--- src/design/tei_codec_params.svh ---
`ifndef TEI_CODEC_PARAMS_SVH
`define TEI_CODEC_PARAMS_SVH

// Frame address and entity identifier of every management message
`define TEI_MGMT_SAPI    6'h3F
`define TEI_GROUP        7'h7F
`define TEI_MEI          8'h0F

// Message type codes
`define MT_ID_REQ        8'h01
`define MT_ID_ASSIGNED   8'h02
`define MT_ID_DENIED     8'h03
`define MT_CHK_REQ       8'h04
`define MT_CHK_RSP       8'h05
`define MT_ID_REMOVE     8'h06
`define MT_ID_VERIFY     8'h07

// Register offsets (byte addresses)
`define REG_CTRL         4'h0
`define REG_TEI          4'h4
`define REG_T202         4'h8
`define REG_STATUS       4'hC

// Control and TEI field positions
`define CTRL_VERIFY      0
`define CTRL_AUTO        1
`define CTRL_DUP_REMOVE  2
`define TEI_VALID_BIT    7

// Reset values
`define CTRL_RESET       3'h2
`define TEI_RESET        7'h00

// Timing
`define CLK_HZ           20000000
`define T202_MS          2000
`define T202_CYC         ((`CLK_HZ / 1000) * `T202_MS)

`endif

--- src/design/tei_codec_pkg.sv ---
package tei_codec_pkg;

    typedef enum logic [3:0] {
        RM_IDLE  = 4'b0001,
        RM_REL   = 4'b0010,
        RM_FLUSH = 4'b0100,
        RM_NEXT  = 4'b1000
    } rm_state_t;

    // Data link address of a received or transmitted frame
    typedef struct packed {
        logic       ui_cmd;
        logic [5:0] sapi;
        logic [6:0] tei;
    } frame_hdr_t;

    // Outgoing message octet
    typedef struct packed {
        logic       valid;
        logic       last;
        logic [7:0] data;
    } tx_octet_t;

endpackage

--- src/design/tei_removal_verify_codec.sv ---
// Chosen here: the address-and-strobe port and the register offsets.
`timescale 1ns/1ps
`include "tei_codec_params.svh"
//////////////////////////////////////////////////////////////////////////////////////////
// Behaviour
// - Remove commands link to TEI-unassigned state
// - Release confirm if pending, else indication if multiple frame established
// - Flush UI and I queues, then unassigned
// - Remove on remove, disconnect, link error
// - Optionally remove on duplicate assigned TEI
// - Verify carries type 07, TEI, zero Ri
// - Matching check request stops T202
// - Expiry resends once, second expiry removes
// - Messages use UI command, SAPI 63, TEI 127
// - Unused fields sent zero, ignored on receipt
// - First octet is entity identifier 0F
// - Reference number in octets two and three
// - Octet four holds the message type code
// - Ai bit 1 extension, bits 2-8 value
// - Multi-octet Ai only in full check response
// - Ai ranges per message type
// - After removal start assignment or flag user
// - Answer check request with TEI, random Ri
// - Group check answered by one full list
//////////////////////////////////////////////////////////////////////////////////////////
module tei_removal_verify_codec #(
    parameter int unsigned T202_CYC = `T202_CYC
) (
    // Clock and reset
    input  wire logic                     clk_sys_i,
    input  wire logic                     rst_i,
    // Register port
    input  wire logic [3:0]               reg_addr_i,
    input  wire logic [31:0]              reg_wdata_i,
    input  wire logic                     reg_wr_i,
    input  wire logic                     reg_rd_i,
    output logic      [31:0]              reg_rdata_o,
    // Received management frames
    input  wire tei_codec_pkg::frame_hdr_t rx_hdr_i,
    input  wire logic                     rx_valid_i,
    input  wire logic                     rx_sof_i,
    input  wire logic                     rx_eof_i,
    input  wire logic [7:0]               rx_data_i,
    // Transmitted management frames
    output tei_codec_pkg::frame_hdr_t     tx_hdr_o,
    output tei_codec_pkg::tx_octet_t      tx_o,
    input  wire logic                     tx_ready_i,
    // Link events
    input  wire logic                     phy_disc_i,
    input  wire logic                     mdl_multi_err_i,
    input  wire logic                     dl_rel_req_i,
    input  wire logic                     dl_mf_est_i,
    // Link primitives
    output logic                          dl_rel_confirm_o,
    output logic                          dl_rel_ind_o,
    output logic                          flush_ui_o,
    output logic                          flush_i_o,
    output logic                          tei_assigned_o,
    output logic                          assign_start_o,
    output logic                          user_action_o
);

    // A zero-cycle timer wraps before it reaches its expiry count; one cycle is refused as well
    if (T202_CYC < 2) begin : g_t202_check
        $error("T202_CYC out of range");
    end


    function automatic logic ai_hits(input logic [6:0] ai, input logic [6:0] tei);
        ai_hits = (ai == tei) || (ai == `TEI_GROUP);
    endfunction

    ////////////////////////////////////////////////////////////////////////////////////////
    // Registers
    logic [2:0]  ctrl_q;
    logic [6:0]  tei_q;
    logic        tei_valid_q;
    logic [31:0] t202_q;
    logic        verify_wr;
    logic        tei_wr;
    logic        vf_busy_q;
    logic        vf_try_q;
    tei_codec_pkg::rm_state_t rm_state_q;

    assign verify_wr = reg_wr_i && reg_addr_i == `REG_CTRL && reg_wdata_i[`CTRL_VERIFY];
    assign tei_wr    = reg_wr_i && reg_addr_i == `REG_TEI;

    always_ff @(posedge clk_sys_i) begin
        if (rst_i) begin
            ctrl_q <= `CTRL_RESET;
            t202_q <= T202_CYC;
        end else if (reg_wr_i) begin
            if (reg_addr_i == `REG_CTRL) begin
                ctrl_q <= {reg_wdata_i[`CTRL_DUP_REMOVE], reg_wdata_i[`CTRL_AUTO], 1'b0};
            end
            if (reg_addr_i == `REG_T202 && reg_wdata_i > 32'h1) begin
                t202_q <= reg_wdata_i;
            end
        end
    end

    always_ff @(posedge clk_sys_i) begin
        if (rst_i) begin
            reg_rdata_o <= 32'h0;
        end else if (reg_rd_i) begin
            unique case (reg_addr_i)
                `REG_CTRL:   reg_rdata_o <= {29'h0, ctrl_q};
                `REG_TEI:    reg_rdata_o <= {24'h0, tei_valid_q, tei_q};
                `REG_T202:   reg_rdata_o <= t202_q;
                `REG_STATUS: reg_rdata_o <= {24'h0, rm_state_q, user_action_o,
                                             vf_try_q, vf_busy_q, tei_valid_q};
                default:     reg_rdata_o <= 32'h0;
            endcase
        end else begin
            reg_rdata_o <= 32'h0;
        end
    end

    ////////////////////////////////////////////////////////////////////////////////////////
    // Disconnect pin: three stages, a change counts once stages two and three agree
    logic [2:0] disc_sync_q;
    logic       disc_lvl_q;
    logic       disc_ev_q;

    always_ff @(posedge clk_sys_i) begin
        if (rst_i) begin
            disc_sync_q <= 3'h0;
            disc_lvl_q  <= 1'b0;
            disc_ev_q   <= 1'b0;
        end else begin
            disc_sync_q <= {disc_sync_q[1:0], phy_disc_i};
            if (disc_sync_q[1] == disc_sync_q[2]) begin
                disc_lvl_q <= disc_sync_q[2];
            end
            disc_ev_q <= (disc_sync_q[1] == disc_sync_q[2]) && disc_sync_q[2] && !disc_lvl_q;
        end
    end

    ////////////////////////////////////////////////////////////////////////////////////////
    // Receive parser
    logic       hdr_ok_q;
    logic [2:0] rx_idx_q;
    logic [7:0] mei_q;
    logic [7:0] mt_q;
    logic [6:0] ai_q;
    logic       done_q;
    logic       len_ok_q;
    logic       msg_ok;
    logic       hdr_ok;

    assign hdr_ok = rx_hdr_i.ui_cmd && rx_hdr_i.sapi == `TEI_MGMT_SAPI
                    && rx_hdr_i.tei == `TEI_GROUP;

    // Ri and trailing Ai octets are never stored: the user side needs neither
    always_ff @(posedge clk_sys_i) begin
        if (rst_i) begin
            hdr_ok_q <= 1'b0;
            rx_idx_q <= 3'h0;
            mei_q    <= 8'h00;
            mt_q     <= 8'h00;
            ai_q     <= 7'h00;
            done_q   <= 1'b0;
            len_ok_q <= 1'b0;
        end else begin
            done_q <= rx_valid_i && rx_eof_i;
            if (rx_valid_i) begin
                if (rx_sof_i) begin
                    hdr_ok_q <= hdr_ok;
                    mei_q    <= rx_data_i;
                    rx_idx_q <= 3'h1;
                end else if (rx_idx_q != 3'h7) begin
                    rx_idx_q <= rx_idx_q + 3'h1;
                end
                if (!rx_sof_i && rx_idx_q == 3'h3) begin
                    mt_q <= rx_data_i;
                end
                if (!rx_sof_i && rx_idx_q == 3'h4) begin
                    ai_q <= rx_data_i[7:1];
                end
                len_ok_q <= !rx_sof_i && rx_idx_q >= 3'h4;
            end
        end
    end

    assign msg_ok = done_q && hdr_ok_q && len_ok_q && mei_q == `TEI_MEI
                    && mt_q >= `MT_ID_REQ && mt_q <= `MT_ID_VERIFY;

    logic rx_remove;
    logic rx_chk;
    logic rx_dup;

    assign rx_remove = msg_ok && mt_q == `MT_ID_REMOVE && tei_valid_q
                       && ai_hits(ai_q, tei_q);
    assign rx_chk    = msg_ok && mt_q == `MT_CHK_REQ && tei_valid_q && ai_hits(ai_q, tei_q);
    assign rx_dup    = msg_ok && mt_q == `MT_ID_ASSIGNED && tei_valid_q
                       && ctrl_q[`CTRL_DUP_REMOVE] && ai_q == tei_q;

    ////////////////////////////////////////////////////////////////////////////////////////
    // Verify procedure and T202
    logic [31:0] tmr_q;
    logic        tmr_run_q;
    logic        tmr_exp;
    logic        vf_lose;
    logic        vf_pend_q;
    logic        verify_sent;

    assign tmr_exp = tmr_run_q && tmr_q == 32'h1;
    assign vf_lose = vf_busy_q && tmr_exp && vf_try_q;

    always_ff @(posedge clk_sys_i) begin
        if (rst_i) begin
            vf_busy_q <= 1'b0;
            vf_try_q  <= 1'b0;
            tmr_q     <= 32'h0;
            tmr_run_q <= 1'b0;
        end else begin
            if (tmr_run_q) begin
                tmr_q <= tmr_q - 32'h1;
            end
            if (verify_wr && tei_valid_q && !vf_busy_q) begin
                vf_busy_q <= 1'b1;
                vf_try_q  <= 1'b0;
            end else if (vf_busy_q && rx_chk) begin
                vf_busy_q <= 1'b0;
                tmr_run_q <= 1'b0;
            end else if (tmr_exp) begin
                tmr_run_q <= 1'b0;
                vf_try_q  <= 1'b1;
                vf_busy_q <= !vf_try_q;
            end else if (rm_state_q == tei_codec_pkg::RM_NEXT) begin
                vf_busy_q <= 1'b0;
                tmr_run_q <= 1'b0;
            end
            if (verify_sent && vf_busy_q) begin
                tmr_q     <= t202_q;
                tmr_run_q <= 1'b1;
            end
        end
    end

    ////////////////////////////////////////////////////////////////////////////////////////
    // Transmit: one 5-octet message at a time, verify ahead of check response
    logic        ck_pend_q;
    logic        tx_busy_q;
    logic        tx_sel_q;
    logic [2:0]  tx_idx_q;
    logic [15:0] lfsr_q;
    logic [15:0] tx_ri_q;
    logic        tx_adv;

    function automatic logic [7:0] tx_octet(input logic [2:0] idx, input logic sel,
                                            input logic [15:0] ri, input logic [6:0] ai);
        unique case (idx)
            3'h0:    tx_octet = `TEI_MEI;
            3'h1:    tx_octet = ri[15:8];
            3'h2:    tx_octet = ri[7:0];
            3'h3:    tx_octet = sel ? `MT_ID_VERIFY : `MT_CHK_RSP;
            default: tx_octet = {ai, 1'b1};
        endcase
    endfunction

    assign tx_adv      = tx_busy_q && tx_ready_i;
    assign verify_sent = tx_adv && tx_sel_q && tx_idx_q == 3'h4;

    always_ff @(posedge clk_sys_i) begin
        if (rst_i) begin
            lfsr_q <= 16'hACE1;
        end else begin
            lfsr_q <= {lfsr_q[14:0], lfsr_q[15] ^ lfsr_q[13] ^ lfsr_q[12] ^ lfsr_q[10]};
        end
    end

    always_ff @(posedge clk_sys_i) begin
        if (rst_i) begin
            vf_pend_q <= 1'b0;
            ck_pend_q <= 1'b0;
            tx_busy_q <= 1'b0;
            tx_sel_q  <= 1'b0;
            tx_idx_q  <= 3'h0;
            tx_ri_q   <= 16'h0000;
            tx_o      <= '0;
            tx_hdr_o  <= '0;
        end else begin
            tx_hdr_o <= '{ui_cmd: 1'b1, sapi: `TEI_MGMT_SAPI, tei: `TEI_GROUP};
            if (!tx_busy_q && (vf_pend_q || ck_pend_q)) begin
                tx_busy_q <= 1'b1;
                tx_sel_q  <= vf_pend_q;
                tx_idx_q  <= 3'h0;
                // Verify Ri is zero; a random Ri separates colliding responses
                tx_ri_q   <= vf_pend_q ? 16'h0000 : lfsr_q;
                tx_o      <= '{valid: 1'b1, last: 1'b0, data: `TEI_MEI};
                if (vf_pend_q) begin
                    vf_pend_q <= 1'b0;
                end else begin
                    ck_pend_q <= 1'b0;
                end
            end else if (tx_adv) begin
                tx_idx_q <= tx_idx_q + 3'h1;
                tx_o     <= '{valid: tx_idx_q != 3'h4, last: tx_idx_q == 3'h3,
                              data: tx_idx_q == 3'h4 ? 8'h00
                                  : tx_octet(tx_idx_q + 3'h1, tx_sel_q, tx_ri_q, tei_q)};
                if (tx_idx_q == 3'h4) begin
                    tx_busy_q <= 1'b0;
                end
            end
            // Set after clear so a same-cycle request survives
            if (verify_wr && tei_valid_q && !vf_busy_q || vf_busy_q && tmr_exp && !vf_try_q) begin
                vf_pend_q <= 1'b1;
            end
            // Single held TEI, so a group check is answered by one full list
            if (rx_chk) begin
                ck_pend_q <= 1'b1;
            end
        end
    end

    ////////////////////////////////////////////////////////////////////////////////////////
    // Removal sequence
    logic rel_pend_q;
    logic rm_go;

    assign rm_go = tei_valid_q && (rx_remove || disc_ev_q || mdl_multi_err_i
                                   || rx_dup || vf_lose);

    always_ff @(posedge clk_sys_i) begin
        if (rst_i) begin
            rel_pend_q <= 1'b0;
        end else if (dl_rel_req_i) begin
            rel_pend_q <= 1'b1;
        end else if (rm_state_q == tei_codec_pkg::RM_REL || !dl_mf_est_i) begin
            rel_pend_q <= 1'b0;
        end
    end

    always_ff @(posedge clk_sys_i) begin
        if (rst_i) begin
            rm_state_q       <= tei_codec_pkg::RM_IDLE;
            dl_rel_confirm_o <= 1'b0;
            dl_rel_ind_o     <= 1'b0;
            flush_ui_o       <= 1'b0;
            flush_i_o        <= 1'b0;
            assign_start_o   <= 1'b0;
        end else begin
            dl_rel_confirm_o <= 1'b0;
            dl_rel_ind_o     <= 1'b0;
            flush_ui_o       <= 1'b0;
            flush_i_o        <= 1'b0;
            assign_start_o   <= 1'b0;
            unique case (rm_state_q)
                tei_codec_pkg::RM_IDLE: begin
                    if (rm_go) begin
                        rm_state_q <= tei_codec_pkg::RM_REL;
                    end
                end
                tei_codec_pkg::RM_REL: begin
                    dl_rel_confirm_o <= rel_pend_q;
                    dl_rel_ind_o     <= !rel_pend_q && dl_mf_est_i;
                    rm_state_q       <= tei_codec_pkg::RM_FLUSH;
                end
                tei_codec_pkg::RM_FLUSH: begin
                    flush_ui_o <= 1'b1;
                    flush_i_o  <= 1'b1;
                    rm_state_q <= tei_codec_pkg::RM_NEXT;
                end
                tei_codec_pkg::RM_NEXT: begin
                    assign_start_o <= ctrl_q[`CTRL_AUTO];
                    rm_state_q     <= tei_codec_pkg::RM_IDLE;
                end
            endcase
        end
    end

    always_ff @(posedge clk_sys_i) begin
        if (rst_i) begin
            tei_q          <= `TEI_RESET;
            tei_valid_q    <= 1'b0;
            tei_assigned_o <= 1'b0;
            user_action_o  <= 1'b0;
        end else begin
            tei_assigned_o <= tei_valid_q;
            if (rm_state_q == tei_codec_pkg::RM_NEXT) begin
                tei_valid_q <= 1'b0;
                if (!ctrl_q[`CTRL_AUTO]) begin
                    user_action_o <= 1'b1;
                end
            end else if (tei_wr && rm_state_q == tei_codec_pkg::RM_IDLE) begin
                tei_q         <= reg_wdata_i[6:0];
                tei_valid_q   <= reg_wdata_i[`TEI_VALID_BIT];
                user_action_o <= 1'b0;
            end
        end
    end

    ////////////////////////////////////////////////////////////////////////////////////////
    // Checks
    tx_first_octet_a: assert property (@(posedge clk_sys_i) disable iff (rst_i)
        tx_o.valid && tx_idx_q == 3'h0 |-> tx_o.data == 8'h0F)
        else $error("first octet is not the entity identifier");
    tx_frame_addr_a: assert property (@(posedge clk_sys_i) disable iff (rst_i)
        tx_o.valid |-> tx_hdr_o.ui_cmd && tx_hdr_o.sapi == 6'h3F && tx_hdr_o.tei == 7'h7F)
        else $error("message not in UI frame to SAPI 63 TEI 127");
    verify_fields_a: assert property (@(posedge clk_sys_i) disable iff (rst_i)
        tx_o.valid && tx_sel_q && (tx_idx_q == 3'h1 || tx_idx_q == 3'h2)
        |-> tx_o.data == 8'h00)
        else $error("verify reference number not zero");
    ai_final_bit_a: assert property (@(posedge clk_sys_i) disable iff (rst_i)
        tx_o.valid && tx_idx_q == 3'h4 |-> tx_o.data[0] && tx_o.last)
        else $error("single Ai octet lacks final mark");
    release_kind_a: assert property (@(posedge clk_sys_i) disable iff (rst_i)
        rm_state_q == tei_codec_pkg::RM_REL && rel_pend_q |=> dl_rel_confirm_o && !dl_rel_ind_o)
        else $error("pending release not confirmed");
    flush_order_a: assert property (@(posedge clk_sys_i) disable iff (rst_i)
        rm_state_q == tei_codec_pkg::RM_REL |=> ##1 flush_ui_o && flush_i_o ##1 !tei_valid_q)
        else $error("queues not flushed before unassigned");
    t202_stop_a: assert property (@(posedge clk_sys_i) disable iff (rst_i)
        vf_busy_q && rx_chk && !verify_wr |=> !vf_busy_q && !tmr_run_q)
        else $error("matching check request did not stop T202");
    second_expiry_a: assert property (@(posedge clk_sys_i) disable iff (rst_i)
        vf_lose && rm_state_q == tei_codec_pkg::RM_IDLE |=> rm_state_q == tei_codec_pkg::RM_REL)
        else $error("second T202 expiry did not remove TEI");
    bad_msg_drop_a: assert property (@(posedge clk_sys_i) disable iff (rst_i)
        done_q && (mei_q != 8'h0F || mt_q == 8'h00 || mt_q > 8'h07)
        |-> !rx_remove && !rx_chk && !rx_dup)
        else $error("bad identifier message acted on");

endmodule

--- config.mk ---
export PLATFORM = sky130hd
export DESIGN_NAME = tei_removal_verify_codec
export DESIGN_NICKNAME = d
export VERILOG_FILES = /design/src/design/tei_codec_pkg.sv /design/src/design/tei_removal_verify_codec.sv
export VERILOG_INCLUDE_DIRS = /design/src /design/src/design
export SDC_FILE = /design/constraint.sdc
export NUM_CORES = 1
export LEC_CHECK = 0
export ABC_AREA = 1
export BUFFER_PORTS_ARGS = -buffer_cell sky130_fd_sc_hd__buf_2
export CAP_MARGIN = 20
export CORE_MARGIN = 4
export CORE_UTILIZATION = 61
export DETAILED_ROUTE_END_ITERATION = 8
export PLACE_DENSITY = 0.87
export SYNTH_ARGS = -nofsm -noshare
export SYNTH_HDL_FRONTEND = slang
export SYNTH_SLANG_ARGS = --single-unit
--- constraint.sdc ---
create_clock -name clk_sys_i -period 3.7 [get_ports clk_sys_i]
set_clock_uncertainty 0.15 [all_clocks]
set_input_delay 0.185 -clock clk_sys_i [delete_from_list [all_inputs] [get_ports clk_sys_i]]
set_output_delay 0.185 -clock clk_sys_i [all_outputs]
set_load 0.01 [all_outputs]
# --- Word level (Yosys, flattened, before mapping) ---
# Cells that the tools add are included.
totals:
  latch_bits: 0
  elab_cells: 208
  mem_bits_ro: 0
  memories: 0
  regBits: 217
  ramBits: 0
classes:
  shifts: 0
  order_cmp: 4
  eq_ne: 30
  muxes: 36
  mul: 0
  n_bitwise: 7
  n_reduce_logical: 87
  n_addsub: 3
  n_div: 0
op_table:
  columns: ["operator", "count"]
  rows:
  - ["$pmux W32 S4", 1]
  - ["$mux W32", 2]
  - ["$logic_and A1 B1 Y1", 42]
  - ["$eq A32 B1 Y1 const B", 1]
  - ["$gt A32 B1 Y1 const B", 1]
  - ["$pmux W8 S4", 1]
  - ["$sub A32 B1 Y32 const B", 1]
  - ["$reduce_and A2 Y1", 12]
  - ["$mux W1", 22]
  - ["$mux W10", 2]
  - ["$eq A8 B3 Y1 const B", 2]
  - ["$mux W16", 1]
  - ["$pmux W4 S4", 1]
  - ["$reduce_bool A2 Y1", 8]
  - ["$eq A7 B7 Y1 const B", 2]
  - ["$mux W14", 1]
  - ["$eq A3 B2 Y1 const B", 4]
  - ["$eq A4 B4 Y1 const B", 3]
  - ["$reduce_or A2 Y1", 6]
  - ["$eq A4 B3 Y1 const B", 2]
  - ["$eq A8 B2 Y1 const B", 1]
  - ["$eq A8 B4 Y1 const B", 1]
  - ["$ge A8 B1 Y1 const B", 1]
  - ["$le A8 B3 Y1 const B", 1]
  - ["23 further kinds", 48]

# --- Logic depth before layout (Yosys ltp) ---
depth:
  ltp_word: 15
  ltp_mapped: 15
  mapped_depth_nobuf: 15

# --- Worst setup path after synthesis ---
# Ideal clock, no wire load.
synth_path:
  kind: "register -> register"
  from: "register tx_idx_q[0]"
  to: "register tx_o[2] in the netlist's numbering"
  t_required_ns: 3.418
  t_arrival_ns: 1.756
  stages_incl_launch_ff: 9
  slack_ns: 1.662
  path_cell_list: "dfxtp_1 ha_1 ha_1 o21ai_0 nand3_1 clkbuf_1 o2111ai_1 o211ai_1 a21oi_1"
synth_between:
  elab_chain_len: 6
  word_cells_on_any_way: 10
  cone_classes: "add/sub (1); eq/ne (4); mux (4); reduce/logical (1)"
synth_lines:
  columns: ["element", "line", "text"]
  rows:
  - ["start, declared", "tei_removal_verify_codec.sv:246", "logic [2:0] tx_idx_q;"]
  - ["start signal, assigned", "tei_removal_verify_codec.sv:298", "tx_idx_q <= tx_idx_q + 3'h1;"]
  - ["$add A3 B1 Y3", "tei_removal_verify_codec.sv:301", ": tx_octet(tx_idx_q + 3'h1, tx_sel_q, tx_ri_q, tei_q)};"]
  - ["$eq A3 B2 Y1, or another cell as far along", "tei_removal_verify_codec.sv:253", "unique case (idx)"]
  - ["$pmux W8 S4", "tei_removal_verify_codec.sv:253", null]
  - ["$mux W8 (*)", "tei_removal_verify_codec.sv:300", "data: tx_idx_q == 3'h4 ? 8'h00"]
  - ["$mux W10 (*)", "tei_removal_verify_codec.sv:297", "end else if (tx_adv) begin"]
  - ["$mux W10 (*)", "tei_removal_verify_codec.sv:285", "if (!tx_busy_q && (vf_pend_q || ck_pend_q)) begin"]
  - ["end signal, assigned", "tei_removal_verify_codec.sv:291", "tx_o <= '{valid: 1'b1, last: 1'b0, data: `TEI_MEI};"]
  - ["end signal, assigned", "tei_removal_verify_codec.sv:299", "tx_o <= '{valid: tx_idx_q != 3'h4, last: tx_idx_q == 3'h3,"]
  - ["end, declared", "tei_removal_verify_codec.sv:46", "output tei_codec_pkg::tx_octet_t tx_o,"]
# Mark *: on every way between the ends. The rest lies on a longest branch, timed or not. The select of a mux whose other input is x is not followed.
# A chain may end at the register's enable or synchronous reset.

# --- Final worst setup path ---
layout_path:
  from: "input reg_wdata_i[11]"
  to: "register t202_q[23]"
layout_between:
  elab_chain_len: 3
layout_lines:
  columns: ["element", "line", "text"]
  rows:
  - ["start, declared", "tei_removal_verify_codec.sv:34", "input wire logic [31:0] reg_wdata_i,"]
  - ["$gt A32 B1 Y1", "tei_removal_verify_codec.sv:96", "if (reg_addr_i == `REG_T202 && reg_wdata_i > 32'h1) begin"]
  - ["$logic_and A1 B1 Y1", "tei_removal_verify_codec.sv:96", null]
  - ["$reduce_and A2 Y1 (no line)", null, null]
  - ["end signal, assigned", "tei_removal_verify_codec.sv:97", "t202_q <= reg_wdata_i;"]
  - ["end, declared", "tei_removal_verify_codec.sv:78", "logic [31:0] t202_q;"]
# Every way passes these cells.

==> reports/metrics.csv <==
stage;metric;value;unit
critical_path;path_buf_inv;3;
status;outcome;complete, no violations;
critical_path;cp.required;3.94;ns
clock_network;clock_path_buffers;3;
grt;grt_max_degree;83;
sta;maxSlewHeadroom;0.4130;
grt;grt-ovfl-total;0;
clock_network;cts_max_level;1;
yosys;yosysMostFrequentCell;nand2_1;
sta;rsz0062_at_grt;false;
critical_path;critPathTopFamily;buffers and inverters;
detailed_routing;routedWlPerCell;17.36;um
finish;post_route_cells_drive_above_1_share;0.1474;
sta;tightest_slew;0.8806;ns
sta;fmax;337.3;MHz
min_path;holdCritPathClass;in2reg;
floorplan;coreArea;14040;um2
grt;first_global_vias;8302;
floorplan;die_x;128.3;um
run;max_cap_violations;0;
detailed_routing;first_iter_violations;1138;
floorplan;dieArea;16460;um2
clock_network;tritoncts;done;
clock_network;cts_resized;0;
yosys;synth_top_area_share;0.4627;
grt;antenna_found_initial;3;
detailed_routing;ant_nets;0;
yosys;synth_ff_type;dfxtp_1;
clock_network;cts_setup_buffers;0;
floorplan;start_util;0.6286;
finish;areaGrowthSynthToFinish;20.69;%
critical_path;crit_path_cell_trace;dlygate4sd3_1 -> buf_2 -> nor4_1 -> nand4_1 -> o21ai_4 -> clkinv_2 -> nor2_1 -> nor2_1;
sta;setup_ws;0.7353;ns
sta;slew_viol_final;0;
pwr;ir_drop;0.3881;mV
critical_path;critPathLaunchType;input pin;
yosys;async_reset_ff_frac;0;
pwr;pwr_density_cell;440.7;nW/um2
placement;dp_hpwl;16800;um
clock_network;clkTransAtPathRegs;0.07;ns
finish;n_fill_cell;949;
sta;finalHoldViolCount;0;
yosys;netlist_area;8827;um2
sta;min_period;2.965;ns
critical_path;end_kind;flip-flop;
critical_path;crit_slowest_cell;o21ai_4;
critical_path;crit_arrival;3.20;ns
sta;fin_crit_sh;0.8013;
yosys;synth_area_per_cell;7.474;um2
sta;tns;0;ns
clock_network;postCtsHoldBufs;52;
placement;port_buffers;132;
yosys;synth_common_cells;nand2_1 (219), dfxtp_1 (204), nor2_1 (191), inv_1 (141), a21oi_1 (70);
clock_network;cts_sinks;204;
placement;dpl_worst_slack;1.056;ns
yosys;ys_seq_elements;204;
critical_path;path_class;in2reg;
yosys;ys_seq_area_frac;0.4627;
yosys;yosys-top-cells-area;dfxtp_1 (46%), nand2_1 (9.3%), nor2_1 (8.1%), inv_1 (6.0%), a21oi_1 (4.0%);
pwr;total_leakage_power;4.753;nW
floorplan;std_cell_rows;43;
yosys;yosysTopAreaCell;dfxtp_1;
clock_network;clk_latency;0.51;ns
finish;nNetsFinal;1420;
floorplan;die_h;128.3;um
detailed_routing;route.vias.total;8888;
clock_network;cts_root_buffer;clkbuf_16;
detailed_routing;wirelength;26610;um
grt;grt_use_total;0.3168;
grt;grt_pass1_wl;42010;um
detailed_routing;avgViaCountPerCell;5.798;
yosys;synth_nets;1265;
critical_path;critPathMaxStageDelay;0.71;ns
yosys;ys_types;49;
clock_network;cts_buffers;21;
yosys;postSynthCellCount;1181;
placement;globalplace.congestion;0.9567;
detailed_routing;drt_pass1_iterations;6;
critical_path;cp_max_fo;33;
critical_path;cpMostUsedCell;nor2_1;
sta;setup_viol_count_final;0;
yosys;synth_edf_count;0;
detailed_routing;drc;0;
yosys;ys_warn_count;0;
floorplan;io_pins;133;
[through the flow]
stage	hold WS [ns]	power, mW	util	cells	cell area (um2)
2_1_floorplan	0.1420	2.442	-	1181	8827
6_report	0.04261	4.695	0.7587	1533	10650
3_3_place_gp	0.2477	2.521	0.6714	1441	9428
3_5_place_dp	0.2546	2.527	0.6714	1441	9428
4_1_cts	0.02534	4.675	0.7582	1530	10650
5_1_grt	0.07041	4.819	0.7587	1533	10650
[sequential cells by signal (all words and copies together) (netlist names), 4 cells and up]
register,count
reg_rdata_o,32
t202_q,32
tmr_q,32
lfsr_q,16
tx_ri_q,16
tx_o,10
mei_q,8
mt_q,8
ai_q,7
tei_q,7
rm_state_q,4
[placed cells by master, fill, tap and decap left out, types with 9 or more instances in the layout]
master         instances
nand2_1              219
dfxtp_1              204
nor2_1               191
inv_1                140
buf_2                132
a21oi_1               70
o21ai_0               64
dlygate4sd3_1         52
nand3_1               41
nor3_1                23
clkbuf_16             21
a31oi_1               18
xor2_1                16
nand4_1               16
ha_1                  14
o221ai_1              10
o211ai_1              10
nor4_1                10
o21ai_1               10
o22ai_1               10
xnor2_1                9
[cells by family (layout without fill, tap and decap cells)]
logic type	after synthesis	count (layout)	synth area share
buffers and inverters	204	373	0.09993
DFF	204	204	0.4627
and+or+nand+nor	520	520	0.2498
xor gates and xnor gates	25	25	0.02481
other	0	3	0
adders and majority gates	14	14	0.01984
AOI/OAI and AO/OA	214	214	0.1430
[final timing paths]
check	cells after the start	start	slack (ns)	endpoint
worst max register to register	9	tx_idx_q[0]	1.19	tmr_q[25]
worst min register to register	2	lfsr_q[1]	0.27	lfsr_q[2]
worst min-delay path	6	reg_addr_i[2]	0.04	reg_rdata_o[7]
worst max-delay path	8	reg_wdata_i[11]	0.74	t202_q[23]
[power by group]
part           internal [mW]  total [mW]  switching [mW]
sequential              2.23        2.26          0.0263
combinational          0.114       0.279           0.165
clock                   1.27        2.16           0.889
total                   3.62        4.70            1.08
[tightest hold or removal path, delay by kind of cell]
family	cells	cell delay, ns
and+or+nand+nor	3	0.21
buffers and inverters	2	0.18
AOI/OAI and AO/OA	1	0.08
[layout make-up]
cell class	count	area, um2	share of cell area
clock inverters	10	110.1	0.01033
repair buffers	190	1226	0.1151
multi-input cells	773	3861	0.3624
diodes	3	7.507	0.0007046
inverters	146	551.8	0.05179
flip-flops and latches	204	4084	0.3833
clock buffers	27	588.1	0.05520
well taps	180	225.2	0.02114
[per-layer routing]
metal | routed length, um | share of wire | GRT usage | vias to the layer above
li1 | - | - | - | 4132
met1 | 10600 | 0.40 | 0.4239 | 4038
met2 | 11960 | 0.45 | 0.5060 | 577
met3 | 2726 | 0.10 | 0.05583 | 141
met4 | 1317 | 0.049 | 0.1330 | 0
met5 | 0 | 0 | 0 | -
Power figures use the tool's default switching activity.
